$ cat src/rtl/adc_output_formatter_regs.vh
// Constants for the converter output formatter
`ifndef ADC_OUTPUT_FORMATTER_REGS_VH
`define ADC_OUTPUT_FORMATTER_REGS_VH

// Widths
`define SAMPLE_W 12
`define PAIR_W 6
`define PHASE_W 3

// Output mode field
`define MODE_FULL_CMOS 2'h0
`define MODE_DDR_LVDS 2'h1
`define MODE_DDR_CMOS 2'h2

// Power-down field
`define PD_NORMAL 2'h0
`define PD_NAP 2'h1
`define PD_SLEEP 2'h3

// Test pattern select
`define TP_OFF 3'h0
`define TP_ONES 3'h1
`define TP_ZEROS 3'h2
`define TP_ALTERNATE 3'h3
`define TP_CHECKER 3'h4

// Data codes
`define ODD_BIT_MASK 12'hAAA
`define EVEN_BIT_MASK 12'h555
`define ALL_ONES 12'hFFF
`define ALL_ZEROS 12'h000
`define SIGN_BIT 11

// Output clock timing: eight ticks per sample period
`define PHASE_LAST 3'h7
`define PHASE_FIRST 3'h0
`define HALF_BIT 2
`define SHIFT_NONE 2'h0

// Reset values
`define ZERO_DATA 12'h000
`define LVDS_CUR_DEFAULT 3'h0

// Power-up timing
`define CLK_PERIOD_NS 8
`define TICKS_PER_SAMPLE 8
`define NAP_MIN_SAMPLES 100
`define NAP_SETTLE_NS 50000
`define SLEEP_SETTLE_NS 2000000
`define SETTLE_W 18

`endif

$ cat src/rtl/adc_output_formatter.v
// Output stage: sample coding, output clock generation, output drivers, power-down
//
// Notes on behaviour
// - Internal termination on raises LVDS driver current 1.6 times the chosen setting.
// - Overflow flag high beyond range, same latency as its sample bits.
// - Full-rate CMOS: data changes with falling edge of positive output clock.
// - DDR modes: data changes on both falling and rising clock edges.
// - Output clock delayed 0, 45, 90 or 135 degrees of sample period.
// - Clock inversion independent of shift, giving 0 to 315 degrees.
// - Offset binary after reset; two's complement when format bit set.
// - Midscale is 1000 0000 0000; two's complement inverts top bit.
// - Randomizer XORs every bit above LSB with the LSB.
// - Randomizer leaves LSB, overflow flag and output clock untouched.
// - Randomizer and alternate polarity enable independently, both allowed.
// - Alternate polarity forces offset binary, ignoring two's complement.
// - Test patterns: all ones, all zeros, alternating, checkerboard.
// - Active test pattern overrides every other formatting option.
// - Output disable floats data, overflow and output clock.
// - Sleep powers everything down; about 2 ms before samples trusted.
// - Nap keeps references; 100 cycles plus 50 us before trusting.
// - Phase field 00..11 means 0, 1/8, 1/4, 3/8 sample period.
// - Power-down field: 00 normal, 01 nap, 11 sleep, 10 unused.
// - DDR: two adjacent bits per line on six lines, one per edge.
`timescale 1ns/1ps
`default_nettype none
`include "adc_output_formatter_regs.vh"

module adc_output_formatter #(
  parameter integer SAMPLE_W = `SAMPLE_W,
  parameter integer NAP_WAKE_CYCLES = `NAP_MIN_SAMPLES * `TICKS_PER_SAMPLE
    + (`NAP_SETTLE_NS + `CLK_PERIOD_NS - 1) / `CLK_PERIOD_NS,
  parameter integer SLEEP_WAKE_CYCLES = (`SLEEP_SETTLE_NS + `CLK_PERIOD_NS - 1)
    / `CLK_PERIOD_NS
) (
  input wire clk,
  input wire rst_b,
  input wire [SAMPLE_W-1:0] raw_sample,
  input wire raw_over_range,
  input wire twos_complement_en,
  input wire randomizer_en,
  input wire alt_polarity_en,
  input wire [2:0] test_pattern_sel,
  input wire [1:0] output_mode,
  input wire output_disable,
  input wire termination_en,
  input wire [2:0] lvds_current_sel,
  input wire [1:0] clock_phase_field,
  input wire clock_invert,
  input wire [1:0] power_down_field,
  output reg [SAMPLE_W-1:0] sample_bits,
  output reg [SAMPLE_W-1:0] sample_bits_oe,
  output reg over_range_flag,
  output reg over_range_flag_oe,
  output reg forwarded_clock_pos,
  output reg forwarded_clock_neg,
  output reg forwarded_clock_oe,
  output reg [2:0] lvds_current_code,
  output reg lvds_current_boost,
  output reg lvds_termination_on,
  output reg core_power_down,
  output reg reference_power_down,
  output reg samples_settling
);

  reg [`PHASE_W-1:0] phase_reg;
  reg [`PHASE_W-1:0] phase_next;
  reg pattern_toggle_reg;
  reg [SAMPLE_W-1:0] held_sample_reg;
  reg held_over_range_reg;
  reg [`SETTLE_W-1:0] settle_count_reg;
  reg [`SETTLE_W-1:0] settle_count_next;
  reg [1:0] prev_power_reg;
  reg [SAMPLE_W-1:0] bits_next;
  reg [SAMPLE_W-1:0] oe_next;
  reg clock_next;
  reg is_ddr;
  wire [SAMPLE_W-1:0] coded_sample;
  wire coded_over_range;

  // Is the mode double data rate
  function ddr_mode;
    input [1:0] mode;
    begin
      ddr_mode = (mode == `MODE_DDR_LVDS) || (mode == `MODE_DDR_CMOS);
    end
  endfunction

  // Output clock level at a tick, delayed by the phase field in eighths
  function clock_level;
    input [`PHASE_W-1:0] tick;
    input [1:0] shift;
    input invert;
    reg [`PHASE_W-1:0] delayed;
    begin
      delayed = tick - {1'b0, shift};
      clock_level = delayed[`HALF_BIT] ^ invert;
    end
  endfunction

  sample_formatter u_fmt (
    .raw_sample(raw_sample),
    .raw_over_range(raw_over_range),
    .twos_complement_en(twos_complement_en),
    .randomizer_en(randomizer_en),
    .alt_polarity_en(alt_polarity_en),
    .test_pattern_sel(test_pattern_sel),
    .pattern_toggle(pattern_toggle_reg),
    .coded_sample(coded_sample),
    .coded_over_range(coded_over_range)
  );

  // Sample period tick counter and next output values
  integer i;
  always @* begin
    phase_next = phase_reg + 3'h1;
    is_ddr = ddr_mode(output_mode);
    bits_next = `ZERO_DATA;
    oe_next = `ZERO_DATA;
    if (is_ddr) begin
      // First half carries even bits, second half odd bits
      for (i = 0; i < SAMPLE_W / 2; i = i + 1) begin
        bits_next[i] = phase_reg[`HALF_BIT] ? held_sample_reg[2 * i + 1]
          : held_sample_reg[2 * i];
        oe_next[i] = !output_disable;
      end
    end else begin
      bits_next = held_sample_reg;
      oe_next = {SAMPLE_W{!output_disable}};
    end
    clock_next = clock_level(phase_reg, clock_phase_field, clock_invert);
  end

  // Settling timer after leaving nap or sleep
  always @* begin
    settle_count_next = settle_count_reg;
    if (power_down_field != `PD_NORMAL) begin
      settle_count_next = {`SETTLE_W{1'b0}};
    end else if (prev_power_reg == `PD_SLEEP) begin
      settle_count_next = SLEEP_WAKE_CYCLES[`SETTLE_W-1:0];
    end else if (prev_power_reg == `PD_NAP) begin
      settle_count_next = NAP_WAKE_CYCLES[`SETTLE_W-1:0];
    end else if (settle_count_reg != {`SETTLE_W{1'b0}}) begin
      settle_count_next = settle_count_reg - {{(`SETTLE_W-1){1'b0}}, 1'b1};
    end
  end

  // Tick within the sample period
  always @(posedge clk or negedge rst_b) begin
    if (!rst_b) begin
      phase_reg <= `PHASE_LAST;
    end else begin
      phase_reg <= phase_next;
    end
  end

  // Power field of the last cycle
  always @(posedge clk or negedge rst_b) begin
    if (!rst_b) begin
      prev_power_reg <= `PD_NORMAL;
    end else begin
      prev_power_reg <= power_down_field;
    end
  end

  // Settling counter
  always @(posedge clk or negedge rst_b) begin
    if (!rst_b) begin
      settle_count_reg <= {`SETTLE_W{1'b0}};
    end else begin
      settle_count_reg <= settle_count_next;
    end
  end

  // One new coded sample per period, flag travels with it
  always @(posedge clk or negedge rst_b) begin
    if (!rst_b) begin
      pattern_toggle_reg <= 1'b0;
      held_sample_reg <= `ZERO_DATA;
      held_over_range_reg <= 1'b0;
    end else if (phase_reg == `PHASE_LAST && power_down_field == `PD_NORMAL) begin
      held_sample_reg <= coded_sample;
      held_over_range_reg <= coded_over_range;
      pattern_toggle_reg <= !pattern_toggle_reg;
    end
  end

  // Registered pins
  always @(posedge clk or negedge rst_b) begin
    if (!rst_b) begin
      sample_bits <= `ZERO_DATA;
    end else begin
      sample_bits <= bits_next;
    end
  end

  always @(posedge clk or negedge rst_b) begin
    if (!rst_b) begin
      sample_bits_oe <= `ZERO_DATA;
    end else begin
      sample_bits_oe <= oe_next;
    end
  end

  always @(posedge clk or negedge rst_b) begin
    if (!rst_b) begin
      over_range_flag <= 1'b0;
    end else begin
      over_range_flag <= held_over_range_reg;
    end
  end

  always @(posedge clk or negedge rst_b) begin
    if (!rst_b) begin
      over_range_flag_oe <= 1'b0;
    end else begin
      over_range_flag_oe <= !output_disable;
    end
  end

  always @(posedge clk or negedge rst_b) begin
    if (!rst_b) begin
      forwarded_clock_pos <= 1'b0;
    end else begin
      forwarded_clock_pos <= clock_next;
    end
  end

  always @(posedge clk or negedge rst_b) begin
    if (!rst_b) begin
      forwarded_clock_neg <= 1'b1;
    end else begin
      forwarded_clock_neg <= !clock_next;
    end
  end

  always @(posedge clk or negedge rst_b) begin
    if (!rst_b) begin
      forwarded_clock_oe <= 1'b0;
    end else begin
      forwarded_clock_oe <= !output_disable;
    end
  end

  always @(posedge clk or negedge rst_b) begin
    if (!rst_b) begin
      lvds_current_code <= `LVDS_CUR_DEFAULT;
    end else begin
      lvds_current_code <= lvds_current_sel;
    end
  end

  always @(posedge clk or negedge rst_b) begin
    if (!rst_b) begin
      lvds_termination_on <= 1'b0;
    end else begin
      lvds_termination_on <= termination_en && (output_mode == `MODE_DDR_LVDS);
    end
  end

  always @(posedge clk or negedge rst_b) begin
    if (!rst_b) begin
      lvds_current_boost <= 1'b0;
    end else begin
      lvds_current_boost <= termination_en && (output_mode == `MODE_DDR_LVDS);
    end
  end

  always @(posedge clk or negedge rst_b) begin
    if (!rst_b) begin
      core_power_down <= 1'b0;
    end else begin
      core_power_down <= (power_down_field == `PD_NAP)
        || (power_down_field == `PD_SLEEP);
    end
  end

  always @(posedge clk or negedge rst_b) begin
    if (!rst_b) begin
      reference_power_down <= 1'b0;
    end else begin
      reference_power_down <= (power_down_field == `PD_SLEEP);
    end
  end

  always @(posedge clk or negedge rst_b) begin
    if (!rst_b) begin
      samples_settling <= 1'b0;
    end else begin
      samples_settling <= (power_down_field != `PD_NORMAL)
        || (settle_count_next != {`SETTLE_W{1'b0}});
    end
  end

endmodule // adc_output_formatter

`default_nettype wire

$ cat src/rtl/sample_formatter.v
// Combinational coding chain for one sample and its overflow flag
`timescale 1ns/1ps
`default_nettype none
`include "adc_output_formatter_regs.vh"

module sample_formatter (
  input wire [`SAMPLE_W-1:0] raw_sample,
  input wire raw_over_range,
  input wire twos_complement_en,
  input wire randomizer_en,
  input wire alt_polarity_en,
  input wire [2:0] test_pattern_sel,
  input wire pattern_toggle,
  output reg [`SAMPLE_W-1:0] coded_sample,
  output reg coded_over_range
);

  reg [`SAMPLE_W-1:0] coded;
  reg [`SAMPLE_W-1:0] scrambled;
  reg [`SAMPLE_W-1:0] polar;

  always @* begin
    // Format selection; polarity mode forces offset binary
    if (twos_complement_en && !alt_polarity_en) begin
      coded = raw_sample ^ (`ZERO_DATA | (12'h001 << `SIGN_BIT));
    end else begin
      coded = raw_sample;
    end
    // Randomizer: upper bits XOR with LSB, LSB untouched
    if (randomizer_en) begin
      scrambled = coded ^ ({`SAMPLE_W{coded[0]}} & ~`EVEN_BIT_MASK & ~12'h001)
        ^ ({`SAMPLE_W{coded[0]}} & `EVEN_BIT_MASK & ~12'h001);
    end else begin
      scrambled = coded;
    end
    // Odd bits inverted after randomizing
    if (alt_polarity_en) begin
      polar = scrambled ^ `ODD_BIT_MASK;
    end else begin
      polar = scrambled;
    end
    // Test pattern substituted last, overriding everything
    case (test_pattern_sel)
      `TP_ONES: begin
        coded_sample = `ALL_ONES;
        coded_over_range = 1'b1;
      end
      `TP_ZEROS: begin
        coded_sample = `ALL_ZEROS;
        coded_over_range = 1'b0;
      end
      `TP_ALTERNATE: begin
        coded_sample = pattern_toggle ? `ALL_ZEROS : `ALL_ONES;
        coded_over_range = !pattern_toggle;
      end
      `TP_CHECKER: begin
        coded_sample = pattern_toggle ? `ODD_BIT_MASK : `EVEN_BIT_MASK;
        coded_over_range = !pattern_toggle;
      end
      default: begin
        coded_sample = polar;
        coded_over_range = raw_over_range;
      end
    endcase
  end

endmodule // sample_formatter

`default_nettype wire

$ cat config.mk
export PLATFORM = sky130hd
export DESIGN_NAME = adc_output_formatter
export DESIGN_NICKNAME = d
export VERILOG_FILES = /design/src/rtl/adc_output_formatter.v /design/src/rtl/sample_formatter.v
export VERILOG_INCLUDE_DIRS = /design/src /design/src/rtl
export SDC_FILE = /design/constraint.sdc
export NUM_CORES = 1
export LEC_CHECK = 0
export BUFFER_PORTS_ARGS = -buffer_cell sky130_fd_sc_hd__clkbuf_2
export CORE_UTILIZATION = 45
export DETAILED_ROUTE_END_ITERATION = 12
export PLACE_DENSITY = 0.73
export SLEW_MARGIN = 10
export SYNTH_ARGS = -nofsm -noshare
export SYNTH_HDL_FRONTEND = slang
export SYNTH_SLANG_ARGS = --single-unit
$ cat constraint.sdc
create_clock -name clk -period 2.45 [get_ports clk]
set_clock_uncertainty 0.05 [all_clocks]
set_input_delay 0.245 -clock clk [delete_from_list [all_inputs] [get_ports clk]]
set_output_delay 0.245 -clock clk [all_outputs]
set_load 0.02 [all_outputs]
==> results.yml <==
die:
  start_util: 0.469
  fp.dieArea_um2: 6940
  die_w_um: 83.3
  core_area_um2: 6350
  io_pins: 70
  die_h_um: 83.3
  rows: 29
global_routing:
  grt_pass1_vias: 2527
  grt_max_degree: 23
  grt_use_total: 0.222
  grt_pass1_wl_mm: 11.9
  antenna_found_initial: 0
  grt_overflow: 0
power_and_ir_drop:
  leakage_nw: 1.91
  power_mw: 3.08
  ir_drop_uv: 386
  power_density_nw_per_um2: 760
place:
  dpl_worst_slack_ps: -224
  placed_area_um2: 3590
  place_inst: 446
  port_buffers: 69
  dp_hpwl_mm: 5.07
  gp_congestion: 0.916
setup_path:
  critPathArrivalTime_ps: 2850
  worst-path-max-fanout: 4
  worstPathRequired_ps: 2610
  endpoint_kind: "flip-flop"
  crit_path_start_kind: "flip-flop"
  crit_type: "flip-flop to flip-flop"
synth:
  synth_fp_nets: 319
  synth_edf_count: 0
  ys_seq_area_frac: 0.515
  yosysUniqueCellTypes: 43
  synth_warnings: 0
  avgSynthCellArea_um2: 10.6
  ys_top_cells_by_area: "dfrtp_1 48%, xor2_1 4.1%, o21ai_0 3.7%, dfstp_2 3.5%, buf_4 3.3%"
  yosysTopAreaCell: "dfrtp_1"
  synth-main-ff-cell: "dfrtp_1"
  synth-seq-cells: 61
  synth_top_cell_area_share: 0.479
  async_flop_share: 1.00
  syn_inst: 281
  syn_area_um2: 2980
route:
  drtIter0Drc: 192
  finalWirelength_mm: 7.24
  via_count: 2516
  dr_wl_met3_um: 387
  firstDrtPassIters: 4
  top_layer: "met4"
  m1WireLength_mm: 2.85
  drcViolationCount: 0
  routedWlPerCell_um: 15.3
  vias_per_cell: 5.32
  antenna_left: 0
  wl_met2_mm: 3.76
run_status:
  failed_checks: "negative setup slack"
  status: "finished, violations left"
cts:
  cts_tree: "yes"
  cts_buffer_depth: 2
  clk_pin_slew_ps: 70
  cts_root_buffer: "clkbuf_8"
  h-tree-depth: 3
  cts_buffers: 9
  clock_latency_ps: 350
  cts_sinks: 61
timing:
  period_share: 1.10
  hold_viol: 0
  grt_setup_unrepaired: "yes"
  achievable-frequency_mhz: 371
  setup_viol: 1
  tightest_slew_ps: 570
  max_slew_margin: 0.617
  drv_slew: 0
  postLayoutSetupSlackWorst_ps: -247
  whs_ps: 64.2
  min_period_ps: 2700
  fin_tns_setup_ps: -247
layout:
  nNetsFinal: 429
  utilization: 0.637
  post-route-cell-area_um2: 4050
  area_growth_pct: 36.0
  layout.cells.non_filler: 473
  antenna_cells: 0
  fillers: 479
  drive_gt1_frac: 0.409
  largest_reg_flops: 18
flow_run:
  maxCapViolCount: 0
hold_path:
  holdCritPathClass: "primary input to flip-flop"
==> path summary, 6_finish.rpt <==
kind	startpoint	end	slack, ps	depth (start not counted)
worst max-delay path	settle_count_reg[15]	samples_settling	-250	7
max in group asynchronous	rst_b	clock_level.tick[1]	1280	3
worst min-delay path	termination_en	lvds_termination_on	60	2
worst min register to register	held_over_range_reg	over_range_flag	340	0
worst max register to register	settle_count_reg[15]	samples_settling	-250	7
min in group asynchronous	rst_b	settle_count_reg[4]	340	2
==> layout by cell type (no fill, tap or decap), drive strengths merged, types with 3 or more instances in the layout <==
master and count:
dlygate4sd3 7, nor4 5, clkbuf 78, buf 43, or2 3, nor2 25
o21a 12, nor3 8, a21oi 11, dfrtp 57, inv 11, nand4 3
xor2 14, a31oi 6, dfstp 4, bufinv 3, or4 7, nand2b 4
nand2 19, or3 4, ha 5, mux2i 7, xnor2 11, and2 9
o21ai 22
==> kinds of logic after synthesis <==
family,Yosys count,share of synthesized area
compound gates,59,0.131
mux,8,0.0273
xor+xnor,25,0.0736
fa+ha+maj,5,0.0210
flops,61,0.515
simple gates,92,0.177
buf+inv,31,0.0559
==> critical path: stages, from the launching register on <==
cell and delay (ps):
dfrtp_1 400, or4_4 610, nor4_4 370, or4_4 210
a31oi_4 90, a2111oi_4 290, nand4_1 120, or4_1 430
==> final cells by class <==
cell class | instances | area, um^2 | share of cell area
sequential | 61 | 1530 | 0.378
multi-input combinational | 190 | 1400 | 0.345
timing repair buffer | 119 | 742 | 0.183
clock buffer | 9 | 124 | 0.0306
clock inverter | 7 | 120 | 0.0297
tap | 77 | 96.3 | 0.0238
inverter | 10 | 37.5 | 0.00927
==> cell usage after synthesis, types with 7 or more instances <==
cell / n
nand2_1: 19
o21a_1: 12
inv_1: 9
nor2_1: 25
xnor2_1: 11
xor2_1: 14
a21oi_1: 11
o21ai_0: 22
clkbuf_1: 7
dfrtp_1: 57
buf_4: 13
mux2i_1: 7
and2_1: 9
==> metal layers <==
layer | global-route usage | up-vias
met1 | 0.247 | 1206
li1 | - | 1190
met3 | 0.0378 | 19
met2 | 0.395 | 101
met4 | 0.135 | 0
met5 | 0 | -
==> timing repair <==
action / in CTS / in global routing
pin swaps: 4 / 9
endpoints found under the setup margin: 1 / 1
hold buffers: 7 / 0
resized for setup: 9 / 12
gates cloned: 1 / 0
buffers inserted: 1 / 2
hold endpoints to repair: 22 / 0
==> power breakdown <==
| part | internal [mW] | switching [mW] | leakage, nW |
|---|---|---|---|
| Clock | 0.681 | 0.430 | 0.120 |
| Sequential | 1.11 | 0.0717 | 0.744 |
| Combinational | 0.363 | 0.417 | 1.05 |
| Total | 2.16 | 0.919 | 1.91 |
Power figures use the tool's default switching activity.
